===== config.mk =====
export PLATFORM = sky130hd
export DESIGN_NAME = dma_channel_completion_error_ctrl
export DESIGN_NICKNAME = d
export VERILOG_FILES = /design/src/dma_cmp_pkg.sv /design/src/dma_channel_completion_error_ctrl.sv
export SDC_FILE = /design/constraint.sdc
export NUM_CORES = 1
export LEC_CHECK = 0
export ABC_CLOCK_PERIOD_IN_PS = 3470
export BUFFER_PORTS_ARGS = -buffer_cell sky130_fd_sc_hd__buf_2
export CELL_PAD_IN_SITES_DETAIL_PLACEMENT = 0
export CELL_PAD_IN_SITES_GLOBAL_PLACEMENT = 1
export CORE_UTILIZATION = 30
export CTS_CLUSTER_DIAMETER = 40
export DETAILED_ROUTE_END_ITERATION = 10
export MAX_ROUTING_LAYER = met4
export PLACE_DENSITY_LB_ADDON = 0.1
export SYNTH_ARGS = -nofsm -noshare
export SYNTH_HDL_FRONTEND = slang
export SYNTH_SLANG_ARGS = --single-unit

===== constraint.sdc =====
create_clock -name clk_sys_in -period 3.47 [get_ports clk_sys_in]
set_input_delay 0.5205 -clock clk_sys_in [delete_from_list [all_inputs] [get_ports clk_sys_in]]
set_output_delay 0.5205 -clock clk_sys_in [all_outputs]
set_load 0.01 [all_outputs]

===== src/dma_cmp_pkg.sv =====
// Constants shared by the channel completion and error logic.
// Assumes one 50 MHz core clock and a synchronous active-high reset.
package dma_cmp_pkg;
    // Channel status flag positions
    localparam int FLAG_ACTIVE = 0;
    localparam int FLAG_EOD    = 1;
    localparam int FLAG_EOC    = 2;
    localparam int FLAG_MABT   = 3;
    localparam int FLAG_TABT   = 4;
    localparam int FLAG_PPAR   = 5;
    localparam int FLAG_LPAR   = 6;
    localparam int FLAG_LFLT   = 7;
    localparam int FLAG_W      = 8;
    localparam logic [7:0] FLAGS_RST = 8'h00;
    // Bits of the error flag group
    localparam logic [7:0] ERR_MASK  = 8'hf8;
    // Descriptor control word: interrupt enable position
    localparam int DCW_IE_BIT = 4;
    // Channel control write values
    localparam logic [31:0] CCR_SUSPEND = 32'h0000_0000;
    localparam logic [31:0] CCR_RESUME  = 32'h0000_0001;
    // Null next descriptor pointer
    localparam logic [31:0] NDP_NULL = 32'h0000_0000;
    // Translation unit control: PCI error response enables
    localparam int TUC_SERR_BIT = 0;
    localparam int TUC_PERR_BIT = 1;
    // Bytes per 32-bit word
    localparam logic [31:0] WORD_BYTES = 32'h0000_0004;
    // Channel states, one-hot
    typedef enum logic [4:0] {
        ST_IDLE = 5'h01,
        ST_RUN  = 5'h02,
        ST_WAIT = 5'h04,
        ST_SUSP = 5'h08,
        ST_HALT = 5'h10
    } chan_state_t;
endpackage : dma_cmp_pkg


===== src/dma_channel_completion_error_ctrl.sv =====
// Completion, error and interrupt control of one chained DMA channel,
// with the unaligned packing unit between source and destination.
// Assumes all inputs are produced by logic on clk_sys_in.
//
// Function
// - one interrupt output per channel
// - zero count sets end-of-descriptor or end-of-chain
// - errors set flag, interrupt regardless of enable
// - error ends current descriptor, clears active
// - error flushes queues, stops fetching, halts
// - PCI errors answered per translation unit bits
// - finish memory-write-invalidate line before halting
// - no self restart after error
// - never forward data with parity error
// - descriptor fetch fault flags error and halts
// - completion flags only without errors
// - several error flags may stand together
// - continue past end-of-descriptor without acknowledgement
// - pack and unpack unaligned 32-bit words
// - hold packed data, never re-read source
// - write zero suspends, write one resumes
// - descriptor bit four enables completion interrupt
`timescale 1ns/100ps
module dma_channel_completion_error_ctrl (
    input  wire logic        clk_sys_in,
    input  wire logic        rst_in,
    // Descriptor load from the chain fetcher
    input  wire logic        desc_load_in,
    input  wire logic [31:0] descriptor_control_word_in,
    input  wire logic [31:0] next_descriptor_pointer_in,
    input  wire logic [31:0] byte_count_in,
    input  wire logic [1:0]  align_shift_in,
    input  wire logic        desc_fetch_fault_in,
    // Channel control register writes
    input  wire logic        ctrl_write_in,
    input  wire logic [31:0] ctrl_wdata_in,
    input  wire logic [dma_cmp_pkg::FLAG_W-1:0] status_clear_in,
    input  wire logic [31:0] translation_unit_control_reg_in,
    // Bus error reports
    input  wire logic        pci_master_abort_in,
    input  wire logic        pci_target_abort_in,
    input  wire logic        pci_parity_err_in,
    input  wire logic        lb_parity_err_in,
    input  wire logic        lb_fault_in,
    input  wire logic        mwi_active_in,
    input  wire logic        line_end_in,
    // Source data
    input  wire logic        src_valid_in,
    input  wire logic [31:0] src_data_in,
    output logic             src_ready_out,
    // Destination data
    output logic             dst_valid_out,
    output logic [31:0]      dst_data_out,
    input  wire logic        dst_ready_in,
    // Status and control outputs
    output logic [dma_cmp_pkg::FLAG_W-1:0] channel_status_flags_out,
    output logic             channel_irq_out,
    output logic             fetch_next_out,
    output logic             queue_flush_out,
    output logic             pci_serr_out,
    output logic             pci_perr_out,
    output logic             halted_out
);
    import dma_cmp_pkg::*;

    ////////////////////////////////////////////////////////////////
    // Declarations
    ////////////////////////////////////////////////////////////////
    chan_state_t state;              // Present channel state
    chan_state_t susp_ret;           // State to return to on resume
    logic [7:0]  flags;              // Channel status flags
    logic [7:0]  err_now;            // Error events this cycle
    logic        any_err;            // Any error this cycle
    logic        draining;           // Finishing a write-invalidate line
    logic        irq_ie;             // Latched descriptor interrupt enable
    logic        cmp_irq;            // Sticky completion interrupt
    logic [31:0] next_ptr;           // Latched next descriptor pointer
    logic [31:0] bytes_left;         // Remaining bytes of descriptor
    logic [1:0]  shift;              // Byte realignment amount
    logic [31:0] hold;               // Previous source word
    logic        primed;             // Hold word valid
    logic        moving;             // Data may flow
    logic        take;               // Source word accepted
    logic        out_acc;            // Destination word accepted
    logic        done;               // Last word of descriptor accepted
    logic [63:0] pair;               // Current and held words joined
    logic [31:0] next_packed;        // Realigned word

    ////////////////////////////////////////////////////////////////
    // Event decode
    ////////////////////////////////////////////////////////////////
    // Gather error events into flag positions
    always_comb begin
        err_now = 8'h00;
        err_now[FLAG_MABT] = pci_master_abort_in;
        err_now[FLAG_TABT] = pci_target_abort_in;
        err_now[FLAG_PPAR] = pci_parity_err_in;
        err_now[FLAG_LPAR] = lb_parity_err_in;
        // Fault while fetching a descriptor reports as local fault
        err_now[FLAG_LFLT] = lb_fault_in | (desc_fetch_fault_in & (state == ST_WAIT));
    end

    assign any_err = |err_now;

    // Data moves while running or finishing a line
    assign moving  = (state == ST_RUN) | draining;
    assign src_ready_out = moving & (~dst_valid_out | dst_ready_in);
    // A word that arrives with a parity error is not taken
    assign take    = src_valid_in & src_ready_out & ~pci_parity_err_in
                     & ~lb_parity_err_in;
    assign out_acc = dst_valid_out & dst_ready_in;
    // Completion only in a clean run, never beside an error
    assign done    = out_acc & (bytes_left <= WORD_BYTES) & (state == ST_RUN)
                     & ~draining & ~any_err & ~|(flags & ERR_MASK);

    ////////////////////////////////////////////////////////////////
    // Channel state machine
    ////////////////////////////////////////////////////////////////
    // Run, wait for next descriptor, suspend and halt
    always_ff @(posedge clk_sys_in) begin
        if (rst_in) begin
            state    <= ST_IDLE;
            susp_ret <= ST_IDLE;
            draining <= 1'b0;
        end else begin
            case (state)
                ST_IDLE: begin
                    if (desc_load_in) begin
                        state <= ST_RUN;
                    end
                end
                ST_RUN, ST_WAIT: begin
                    if (any_err && !draining) begin
                        // Write-invalidate line completes first
                        if (mwi_active_in && !line_end_in) begin
                            draining <= 1'b1;
                        end else begin
                            state <= ST_HALT;
                        end
                    end else if (draining) begin
                        if (line_end_in) begin
                            draining <= 1'b0;
                            state    <= ST_HALT;
                        end
                    end else if (ctrl_write_in && ctrl_wdata_in == CCR_SUSPEND) begin
                        susp_ret <= state;
                        state    <= ST_SUSP;
                    end else if (done) begin
                        // Null pointer ends the chain
                        state <= (next_ptr == NDP_NULL) ? ST_IDLE : ST_WAIT;
                    end else if (state == ST_WAIT && desc_load_in) begin
                        state <= ST_RUN;
                    end
                end
                ST_SUSP: begin
                    if (any_err) begin
                        state <= ST_HALT;
                    end else if (ctrl_write_in && ctrl_wdata_in == CCR_RESUME) begin
                        state <= susp_ret;
                    end
                end
                ST_HALT: begin
                    // Leaves only when software loads a new descriptor
                    if (desc_load_in) begin
                        state <= ST_RUN;
                    end
                end
                default: begin
                    state <= ST_IDLE;
                end
            endcase
        end
    end

    ////////////////////////////////////////////////////////////////
    // Descriptor context
    ////////////////////////////////////////////////////////////////
    // Latch descriptor fields and count bytes down
    always_ff @(posedge clk_sys_in) begin
        if (rst_in) begin
            next_ptr   <= NDP_NULL;
            bytes_left <= 32'h0000_0000;
            shift      <= 2'h0;
            irq_ie     <= 1'b0;
        end else if (desc_load_in && state != ST_SUSP && !draining) begin
            next_ptr   <= next_descriptor_pointer_in;
            bytes_left <= byte_count_in;
            shift      <= align_shift_in;
            irq_ie     <= descriptor_control_word_in[DCW_IE_BIT];
        end else if (out_acc) begin
            bytes_left <= (bytes_left > WORD_BYTES) ? bytes_left - WORD_BYTES
                                                    : 32'h0000_0000;
        end
    end

    ////////////////////////////////////////////////////////////////
    // Status flags
    ////////////////////////////////////////////////////////////////
    // Hardware sets win over software clears
    always_ff @(posedge clk_sys_in) begin
        if (rst_in) begin
            flags <= FLAGS_RST;
        end else begin
            // Error flags accumulate, several may stand
            flags[7:3] <= (flags[7:3] & ~status_clear_in[7:3]) | err_now[7:3];
            // End of descriptor
            if (done && next_ptr != NDP_NULL) begin
                flags[FLAG_EOD] <= 1'b1;
            end else if (status_clear_in[FLAG_EOD]) begin
                flags[FLAG_EOD] <= 1'b0;
            end
            // End of chain
            if (done && next_ptr == NDP_NULL) begin
                flags[FLAG_EOC] <= 1'b1;
            end else if (status_clear_in[FLAG_EOC]) begin
                flags[FLAG_EOC] <= 1'b0;
            end
            // Active follows the state machine
            if (desc_load_in && (state == ST_IDLE || state == ST_HALT)) begin
                flags[FLAG_ACTIVE] <= 1'b1;
            end else if (any_err || (done && next_ptr == NDP_NULL)) begin
                flags[FLAG_ACTIVE] <= 1'b0;
            end
        end
    end

    // Completion interrupt stays until its flags are cleared
    always_ff @(posedge clk_sys_in) begin
        if (rst_in) begin
            cmp_irq <= 1'b0;
        end else if (done && irq_ie) begin
            cmp_irq <= 1'b1;
        end else if (status_clear_in[FLAG_EOD] || status_clear_in[FLAG_EOC]) begin
            cmp_irq <= 1'b0;
        end
    end

    // One interrupt line per channel
    assign channel_irq_out = cmp_irq | |(flags & ERR_MASK);
    assign channel_status_flags_out = flags;
    assign halted_out = (state == ST_HALT);

    ////////////////////////////////////////////////////////////////
    // Control pulses
    ////////////////////////////////////////////////////////////////
    // Next fetch request, queue flush and PCI error responses
    always_ff @(posedge clk_sys_in) begin
        if (rst_in) begin
            fetch_next_out  <= 1'b0;
            queue_flush_out <= 1'b0;
            pci_serr_out    <= 1'b0;
            pci_perr_out    <= 1'b0;
        end else begin
            // No further fetch once an error is seen
            fetch_next_out  <= done & (next_ptr != NDP_NULL);
            // Flush at halt entry: at once, or at the line end when draining
            queue_flush_out <= (state != ST_HALT) & (state != ST_IDLE)
                               & ((any_err & ~draining & ~(mwi_active_in & ~line_end_in))
                               | (draining & line_end_in));
            pci_serr_out <= (pci_master_abort_in | pci_target_abort_in)
                            & translation_unit_control_reg_in[TUC_SERR_BIT];
            pci_perr_out <= pci_parity_err_in
                            & translation_unit_control_reg_in[TUC_PERR_BIT];
        end
    end

    ////////////////////////////////////////////////////////////////
    // Packing unit
    ////////////////////////////////////////////////////////////////
    // Join held and new word and pick the realigned four bytes
    always_comb begin
        pair = {src_data_in, hold};
        next_packed = pair[31:0];
        case (shift)
            2'h0:    next_packed = src_data_in;
            2'h1:    next_packed = pair[39:8];
            2'h2:    next_packed = pair[47:16];
            2'h3:    next_packed = pair[55:24];
            default: next_packed = src_data_in;
        endcase
    end

    // Hold the previous word so the source is read once only
    always_ff @(posedge clk_sys_in) begin
        if (rst_in) begin
            hold   <= 32'h0000_0000;
            primed <= 1'b0;
        end else if (desc_load_in || queue_flush_out) begin
            primed <= 1'b0;
        end else if (take) begin
            hold   <= src_data_in;
            primed <= 1'b1;
        end
    end

    // Destination register; unaligned first word only primes
    always_ff @(posedge clk_sys_in) begin
        if (rst_in) begin
            dst_valid_out <= 1'b0;
            dst_data_out  <= 32'h0000_0000;
        end else if (queue_flush_out) begin
            dst_valid_out <= 1'b0;
        end else if (take && (primed || shift == 2'h0)) begin
            dst_valid_out <= 1'b1;
            dst_data_out  <= next_packed;
        end else if (out_acc) begin
            dst_valid_out <= 1'b0;
        end
    end

    ////////////////////////////////////////////////////////////////
    // Checks
    ////////////////////////////////////////////////////////////////
    a_err_irq_now: assert property (@(posedge clk_sys_in) disable iff (rst_in)
        any_err |=> channel_irq_out)
        else $error("error did not raise the interrupt");

    a_err_drops_active: assert property (@(posedge clk_sys_in) disable iff (rst_in)
        any_err && !desc_load_in |=> !flags[FLAG_ACTIVE])
        else $error("active stayed set after error");

    a_no_eod_on_err: assert property (@(posedge clk_sys_in) disable iff (rst_in)
        any_err |=> !$rose(flags[FLAG_EOD]) && !$rose(flags[FLAG_EOC]))
        else $error("completion flagged beside an error");

    a_eoc_clears_active: assert property (@(posedge clk_sys_in) disable iff (rst_in)
        done && next_ptr == NDP_NULL && !desc_load_in
        |=> flags[FLAG_EOC] && !flags[FLAG_ACTIVE])
        else $error("end of chain did not settle");

    a_ie_off_quiet: assert property (@(posedge clk_sys_in) disable iff (rst_in)
        done && !irq_ie && !cmp_irq |=> !cmp_irq)
        else $error("completion interrupt without enable");

    a_halt_holds: assert property (@(posedge clk_sys_in) disable iff (rst_in)
        halted_out && !desc_load_in |=> halted_out)
        else $error("channel left halt on its own");

    a_parity_block: assert property (@(posedge clk_sys_in) disable iff (rst_in)
        (pci_parity_err_in || lb_parity_err_in) && !dst_valid_out |=> !dst_valid_out)
        else $error("word with parity error forwarded");

    a_no_fetch_err: assert property (@(posedge clk_sys_in) disable iff (rst_in)
        halted_out |-> !fetch_next_out)
        else $error("descriptor fetch after error");

    a_flag_sticky: assert property (@(posedge clk_sys_in) disable iff (rst_in)
        flags[FLAG_MABT] && !status_clear_in[FLAG_MABT] |=> flags[FLAG_MABT])
        else $error("error flag dropped without clear");

    // A word already in the output register may still drain while suspended
    a_susp_keeps: assert property (@(posedge clk_sys_in) disable iff (rst_in)
        state == ST_SUSP && !any_err && !ctrl_write_in && !out_acc |=> state == ST_SUSP
        && $stable(bytes_left) && $stable(next_ptr))
        else $error("suspend did not preserve state");
endmodule : dma_channel_completion_error_ctrl


After elaboration in Yosys (flattened, before gate mapping)
Cells that the tools add are included.
Word-level totals
  register bits after elaboration: 157
  output and inout bits: 48
  logic and storage cells: 151
Cells by class
  add/sub/neg operators: 1
  order comparisons: 2
  equality and inequality tests: 18
  mux-type cells: 30
  bitwise logic cells: 39
  reduce and logical (&&, ||, !) cells: 41
Operators by type and width (number)
  32-bit case mux with 4 select lines: 1
  32-bit 2-to-1 mux: 3
  32-bit logical NOT: 2
  5-bit 2-to-1 mux: 10
  32-bit by 1-bit == test with 1-bit output (second input constant): 1
  32-bit by 3-bit greater-than comparator with 1-bit output (second input constant): 1
  32-bit by 3-bit <= comparator with 1-bit output (second input constant): 1
  32-bit nonzero test: 1
  32-bit by 3-bit subtractor with 32-bit output (second input constant): 1
  1-bit bitwise AND: 20
  5-bit case mux with 3 select lines: 1
  1-bit 2-to-1 mux: 14
  1-bit logical AND: 12
  2-bit nonzero test: 6
  1-bit NOT: 10
  5-bit OR reduction: 2
  2-bit OR reduction: 4
  3-bit inequality test (second input constant): 2
  6-bit inequality test (second input constant): 1
  1-bit OR: 6
  2-bit AND reduction: 3
  5-bit bitwise AND: 1
  5-bit by 1-bit == test with 1-bit output (second input constant): 1
  5-bit by 2-bit == test with 1-bit output (second input constant): 1
  other kinds (18): 26

Depth between registers and ports, before layout
Gate-level depths: netlist of the first run.
  word-level depth: 12
  gate-level depth with buffers: 9
  depth with buffers taken out: 8

Worst setup path after synthesis of the first run
No wires, ideal clock.
  path kind: reg-to-reg
  start: reg bytes_left[16]
  end: reg flags[1], in the netlist channel_status_flags_out[1]
  library setup time: 0.067 ns
  data arrival time: 2.382 ns
  required time: 3.403 ns
  setup slack: 1.022 ns
  cell stages (with the launch flop): 7
  cells stage by stage: dfxtp_1 -> or4_4 -> or3_1 -> buf_6 -> or4_4 -> or3_1 -> a21oi_2
On the way
  word-level cells in the longest chain between the ends: 8
  elaborated cells on any way between the ends: 9
  those cells by class: order compare: 1; mux: 1; bitwise: 5; reduce/logical: 2
RTL lines
  start, declared: RTL line dma_channel_completion_error_ctrl.sv:78  | logic [31:0] bytes_left;
  start signal, assigned: RTL line dma_channel_completion_error_ctrl.sv:187  | bytes_left <= byte_count_in;
  start signal, assigned: RTL line dma_channel_completion_error_ctrl.sv:191  | bytes_left <= (bytes_left > WORD_BYTES) ? bytes_left - WORD_BYTES
  32-bit by 3-bit <= comparator with 1-bit output (*): RTL line dma_channel_completion_error_ctrl.sv:113  | assign done = out_acc & (bytes_left <= WORD_BYTES) & (state == ST_RUN)
  1-bit bitwise AND (*) (2 in series): RTL line dma_channel_completion_error_ctrl.sv:113
  1-bit bitwise AND (*) (3 in series): RTL line dma_channel_completion_error_ctrl.sv:114  | & ~draining & ~any_err & ~|(flags & ERR_MASK);
  1-bit logical AND (*): RTL line dma_channel_completion_error_ctrl.sv:207  | if (done && next_ptr != NDP_NULL) begin
  1-bit 2-to-1 mux or 2-bit nonzero test (tied branches)
  end signal, assigned by index: RTL line dma_channel_completion_error_ctrl.sv:208  | flags[FLAG_EOD] <= 1'b1;
  end signal, assigned by index: RTL line dma_channel_completion_error_ctrl.sv:210  | flags[FLAG_EOD] <= 1'b0;
  end signal, assigned by index: RTL line dma_channel_completion_error_ctrl.sv:214  | flags[FLAG_EOC] <= 1'b1;
  end, declared: RTL line dma_channel_completion_error_ctrl.sv:71  | logic [7:0] flags;
Mark *: on every way between the ends. The rest lies on a longest branch, timed or not.
A chain may end at the register's enable or synchronous reset.

Worst setup path in the final report of the first run
  start: reg bytes_left[16]
  end: reg bytes_left[15]
On the way
  word-level cells in the longest chain between the ends: 4
RTL lines
  32-bit by 3-bit greater-than comparator with 1-bit output: RTL line dma_channel_completion_error_ctrl.sv:191
  32-bit 2-to-1 mux: RTL line dma_channel_completion_error_ctrl.sv:191
  32-bit 2-to-1 mux: RTL line dma_channel_completion_error_ctrl.sv:190  | end else if (out_acc) begin
  32-bit 2-to-1 mux: RTL line dma_channel_completion_error_ctrl.sv:185  | end else if (desc_load_in && state != ST_SUSP && !draining) begin
Every way passes these cells. The select of a mux whose other input is x is not followed.

==> impl_results.md, run 1 <==
* Worst Hold Slack at approximately 0.32 ns
* Synth area leader: dfxtp_1
* PwrDens at between 500 and 600 nW/µm²
* Combinational fraction of design power at 0.202
* Sequential share of the synthesized area at 0.4152
* Internal power at between 3 and 4 mW
* Syn Area/Cell at 8.533 µm²
* Initial Utilization at 0.3061
* Most frequent cell after synthesis: dfxtp_1
* NetSw at between 1 and 1.5 mW
* Clock skew at between 0.01 and 0.015 ns
* Initial antenna violation count at 4
* Post-route ant nets at 0
* Critical-path cell list: or4_4, or3_1, o31ai_4, nand2_1, a22oi_1, nor2_1
* Ys flop type: dfxtp_1
* Yosys reg bits at between 100 and 150
* H-tree depth at 4
* Setup TNS at 0 ns
* Area contributors post-synth: dfxtp_1, mux4_2, nand2_1
* RSZ-0062 raised after global routing: false
* CTS tree: built
* Final wirelength at between 20 and 25 mm
* Final slew viol count at 0
* Initial drt markers at about 460
* Final nets at around 1200
* Clock slew at reported path FFs at 0.07 ns
* Top post-synthesis cells by count: dfxtp_1, nand2_1, nor2_1, a21oi_1, nor3_1
* Post-cts repair resize count at 0
* Tmin final at just under 3 ns
* Port-buffer cells at approximately 200
* Flop-to-flop setup slack at 0.55 ns
* Post-CTS setup buffer count at 0
* Hpwl dp at approximately 15 mm
* Data required time of the worst path at about 3.8 ns
* Die X-Extent at approximately 160 µm
* Max VDD drop at around 0.27 mV
* Final setup viols at 0
* Synth async-reset ratio at 0
* CTS Buffer Depth at 2
* Crit-path max FO at 12
* Global-route wire length before repair at between 30 and 40 mm
* Fmax at 0.3429 GHz
* CTS Hold Buffers Added at 0
* Worst Max-Slew Pin Slew at between 0.9 and 1 ns
* Final period util at 0.8404
* Leakage Power at about 3.6 nW
* Worst path slowest cell: or4_4
* Synth top area share at 0.4152
* CP Class: reg2reg
* Clock root buffer: clkbuf_16
* Core area at between 20000 and 25000 µm²
* Status: completed
* Post-synthesis cell type count at between 60 and 70
* Startpoint Class: register
* Layout area overhead at 26.05%
* CP bufs+invs at 0
* Warnings, synthesis at 0
* DR vias at between 6000 and 7000
* DRC Markers at 0
* Total Routing Usage GR at 0.1889
* Rows at 56
* Crit path DAT at around 3.2 ns
* Gate count of the mapped netlist at 842
* Syn_nets at 1060
* Crit path max-delay family: simple AND/OR/NAND/NOR gates
* Number of CTS-inserted buffers at 17
* Grt total ovfl at 0
* Slew HR at 0.3751
* Clock power frac at 0.378
* Die H at 156.8 µm
* EDFF count, synth at 0
* Largest net degree at the start of global routing at ~150
* Clk Latency, worst-skew pair at between 0.4 and 0.5 ns
* Fin. Hold Viols at 0
* Crit path capture type: register
* Max stage delay on crit path at approximately 0.58 ns
* Max cap viols at 0
* Reg power frac at 0.419
* Sw Ratio at 0.3178
* Share of layout cells above drive strength 1 at 0.2965
* Clock sinks at roughly 150
* Pre-Repair DR Iteration Count at 6
* Syn Std Cell Area at about 7200 µm²
* Worst Hold Class: in2reg
* Number of global-route vias before repair at around 6500
* IO Pins at about 260
* Via density at ~5.0
* DR WL/cell at ~16 µm
* Filler cell count at between 2000 and 3000
* Die footprint at 24570 µm²
* Gpl congestion at slightly below 0.8
## kinds of logic after synthesis
logic type / synth area share
adder cells (fa/ha/maj): 0.003483
flip-flops: 0.4152
XOR/XNOR: 0.02316
multiplexers: 0.1045
AND/OR/NAND/NOR: 0.2605
buffers and inverters: 0.04702
AO/OA/AOI/OAI: 0.1461
## worst min-delay path: stages
cell and delay, ns:
buf_2 0.09, a21oi_1 0.04, nor2_1 0.06
## power groups by stage
| stage | logic, mW | registers, mW | clock network [mW] |
|---|---|---|---|
| 2_1_floorplan | 0.689 | 1.94 | 0 |
| 3_3_place_gp | 0.957 | 2.01 | 0 |
| 3_5_place_dp | 0.958 | 2.01 | 0 |
| 4_1_cts | 0.962 | 1.97 | 1.84 |
| 5_1_grt | 1.07 | 1.99 | 1.92 |
| 6_report | 0.950 | 1.97 | 1.78 |
## metrics by stage
| stage | worst slack, ns | cells | area, µm² | utilization | total power, mW |
|---|---|---|---|---|---|
| global placement | 0.5407 | 1319 | 8492 | 0.3618 | 2.963 |
| floorplan | 1.022 | 842 | 7184 | - | 2.634 |
| detailed placement | 0.5220 | 1319 | 8492 | 0.3618 | 2.963 |
| finish | 0.5539 | 1355 | 9056 | 0.3858 | 4.696 |
| global route | 0.2731 | 1355 | 9056 | 0.3858 | 4.977 |
| CTS | 0.5072 | 1351 | 9046 | 0.3854 | 4.767 |
## worst paths after layout
check,cells after the start,startpoint,endpoint
min,3,lb_parity_err_in,channel_status_flags_out[6]
min reg2reg,2,hold[12],hold[12]
max,6,bytes_left[16],bytes_left[15]
max reg2reg,6,bytes_left[16],bytes_left[15]
## cell usage in the layout (no fill, tap or decap), types with 3 or more instances in the layout
cell type	count
clkbuf_16	17
a21oi_1	75
nor3_1	47
diode_2	4
or3_1	6
a22oi_1	12
inv_1	17
a21o_1	3
nor4b_1	5
and3_1	5
o21ai_0	14
or4_1	3
xor2_1	15
a222oi_1	11
a211oi_1	8
a31oi_1	3
buf_2	200
nor3b_1	3
inv_6	6
xnor2_1	4
dfxtp_1	147
nand2b_1	4
nor2_1	119
nand3_1	4
a2111oi_0	5
nand2_1	138
mux2i_1	3
nand4_1	9
mux4_2	32
clkinvlp_4	4
buf_4	19
a221oi_1	6
nor4_1	32
o211ai_1	3
## area by class of cell
| cell class | instances | area, µm² | share of cell area |
|---|---|---|---|
| multi-input combinational | 614 | 3880 | 0.4284 |
| sequential | 149 | 2985 | 0.3296 |
| timing repair buffer | 220 | 1164 | 0.1285 |
| clock buffer | 18 | 439.2 | 0.04849 |
| tap | 319 | 399.1 | 0.04407 |
| clock inverter | 14 | 115.1 | 0.01271 |
| inverter | 17 | 63.81 | 0.007046 |
| antenna | 4 | 10.01 | 0.001105 |
## state kept, by name (all words and copies together) (netlist names)
register and count:
cmp_irq 1, next_ptr 32, hold 24, shift 2, primed 1, pci_perr_out 1, draining 1, channel_status_flags_out 8
pci_serr_out 1, fetch_next_out 1, dst_valid_out 1, queue_flush_out 1, dst_data_out 32, susp_ret 5, irq_ie 1, state 5
bytes_left 32
## metal layers
metal | part of all wire | global-route usage | up-vias
met4 | 0.010 | 0.04528 | 0
met1 | 0.47 | 0.2471 | 3131
met3 | 0.056 | 0.05012 | 12
met5 | 0 | - | -
met2 | 0.46 | 0.2885 | 166
li1 | - | - | 3407
(Power assumes the default switching activity.)
==> inputs of run 2 (changes only) <==
--- a/config.mk
+++ b/config.mk
@@ -5,7 +5,7 @@
 export SDC_FILE = /design/constraint.sdc
 export NUM_CORES = 1
 export LEC_CHECK = 0
-export ABC_CLOCK_PERIOD_IN_PS = 3470
+export ABC_CLOCK_PERIOD_IN_PS = 2850
 export BUFFER_PORTS_ARGS = -buffer_cell sky130_fd_sc_hd__buf_2
 export CELL_PAD_IN_SITES_DETAIL_PLACEMENT = 0
 export CELL_PAD_IN_SITES_GLOBAL_PLACEMENT = 1
==> constraint.sdc (replaced) <==
create_clock -name clk_sys_in -period 2.85 [get_ports clk_sys_in]
set_input_delay 0.4275 -clock clk_sys_in [delete_from_list [all_inputs] [get_ports clk_sys_in]]
set_output_delay 0.4275 -clock clk_sys_in [all_outputs]
set_load 0.01 [all_outputs]
==> impl_results.md, run 2 (synthesis results as in run 1) <==
* Clock slew at reported path FFs at ~0.070 ns
* Rows at 56
* Port-buffer cells at around 200
* DR WL/cell at about 16 µm
* Hpwl dp at approximately 16 mm
* Place WS at around 0.24 ns
* CP Class: reg2reg
* Layout area overhead at 28.79%
* Via density at ~5.0
* Leading cell type in the layout, fill and taps excluded: buf_2
* Combinational fraction of design power at 0.213
* Worst Max-Slew Pin Slew at 0.5678 ns
* CTS Buffer Depth at 2
* Final slew viol count at 0
* Final nets at about 1300
* Core area at between 20000 and 25000 µm²
* Number of global-route vias before repair at about 6700
* PwrDens at 643.0 nW/µm²
* Post-cts repair resize count at 0
* Initial antenna violation count at 4
* Worst path slowest cell: or4_4
* DRC Markers at 0
* Filler cell count at 2512
* Status: completed
* Post-route ant nets at 0
* Startpoint Class: register
* Max stage delay on crit path at around 0.6 ns
* Post-CTS setup buffer count at 0
* Fin. Hold Viols at 0
* Critical R2R Launch: bytes_left[17]
* RSZ-0062 raised after global routing: false
* CTS tree: built
* Final Total Pwr at 5.950 mW
* Clock sinks at 149
* Slew HR at 0.6214
* Die H at roughly 160 µm
* Reg power frac at 0.400
* NetSw at around 1.8 mW
* Hold Crit Start: translation_unit_control_reg_in[1]
* IO Pins at about 260
* Tmin final at roughly 2.6 ns
* Fmax at ~0.38 GHz
* Crit-path max FO at 5
* Crit path DAT at around 3.0 ns
* Setup TNS at 0 ns
* Largest net degree at the start of global routing at 47
* Final period util at 0.9191
* Total Routing Usage GR at 0.1910
* Crit. Startpoint: bytes_left[17]
* Leakage Power at roughly 3.7 nW
* Most frequent cells in the layout: buf_2, dfxtp_1, nand2_1, nor2_1, a21oi_1
* Sw Ratio at 0.3064
* Initial Utilization at 0.3061
* Placed instance count at around 1300
* Post-route cell area at 9253 µm²
* Final Util at 0.3942
* CTS Hold Buffers Added at 0
* H-tree depth at 4
* Worst Hold Class: in2reg
* Global-route wire length before repair at roughly 36 mm
* Clock root buffer: clkbuf_16
* Cell Area, Placed at 8652 µm²
* Internal power at between 4 and 5 mW
* Share of layout cells above drive strength 1 at 0.3109
* Clock skew at roughly 0.013 ns
* Grt total ovfl at 0
* Clock power frac at 0.388
* Max VDD drop at approximately 0.29 mV
* Cell mode on critical path: or4_4
* Die footprint at around 25000 µm²
* Setup ws final at between 0.2 and 0.25 ns
* Data required time of the worst path at roughly 3.2 ns
* Final setup viols at 0
* Final std cells w/o fill at approximately 1400
* Biggest regs: bytes_left: 32 flops, dst_data_out: 32 flops, next_ptr: 32 flops
* Max cap viols at 0
* Pre-Repair DR Iteration Count at 5
* Final wirelength at 21.83 mm
* Initial drt markers at 358
* Critical-path cell list: or4_4, or3_1, or4_4, nor3_2, a221oi_1, a221oi_2
* Clk Latency, worst-skew pair at roughly 0.42 ns
* Worst Hold Slack at 0.2378 ns
* Gpl congestion at approximately 0.83
* DR vias at ~6800
* Die X-Extent at around 160 µm
* Number of CTS-inserted buffers at 17
* Crit path capture type: register
[run 2: power by group through the flow]
stage                     registers (mW)  clock network [mW]  logic, mW
after floorplan                     2.37                   0      0.839
after global placement              2.42                   0       1.27
after detailed placement            2.42                   0       1.27
after CTS                           2.38                2.38       1.28
after global routing                2.40                2.47       1.42
final                               2.38                2.31       1.27
[run 2: cell type report]
class / count / area [µm²] / area share
multi-input combinational: 614 / 3880 / 0.4193
sequential: 149 / 2985 / 0.3227
timing repair buffer: 243 / 1324 / 0.1431
clock buffer: 18 / 429.2 / 0.04638
tap: 319 / 399.1 / 0.04314
clock inverter: 14 / 161.4 / 0.01744
inverter: 17 / 63.81 / 0.006897
antenna: 4 / 10.01 / 0.001082
[run 2: per-layer routing]
metal / vias up / GRT usage / wire, µm
li1: 3455 / - / -
met1: 3215 / 0.2543 / 10520
met2: 147 / 0.2919 / 10100
met3: 16 / 0.03711 / 988
met4: 0 / 0.05602 / 216
met5: - / - / 0
[run 2: final timing paths]
path,slack (ns),end,cells after the start
worst max-delay path,0.23,state[2],6
worst min-delay path,0.24,pci_perr_out,2
worst max register to register,0.23,state[2],6
worst min register to register,0.45,hold[12],2
[run 2: worst max-delay path, delay by kind of cell, from the launching register on]
family / cells / cell delay, ns
flops: 1 / 0.35
compound gates: 2 / 0.33
simple gates: 4 / 1.86
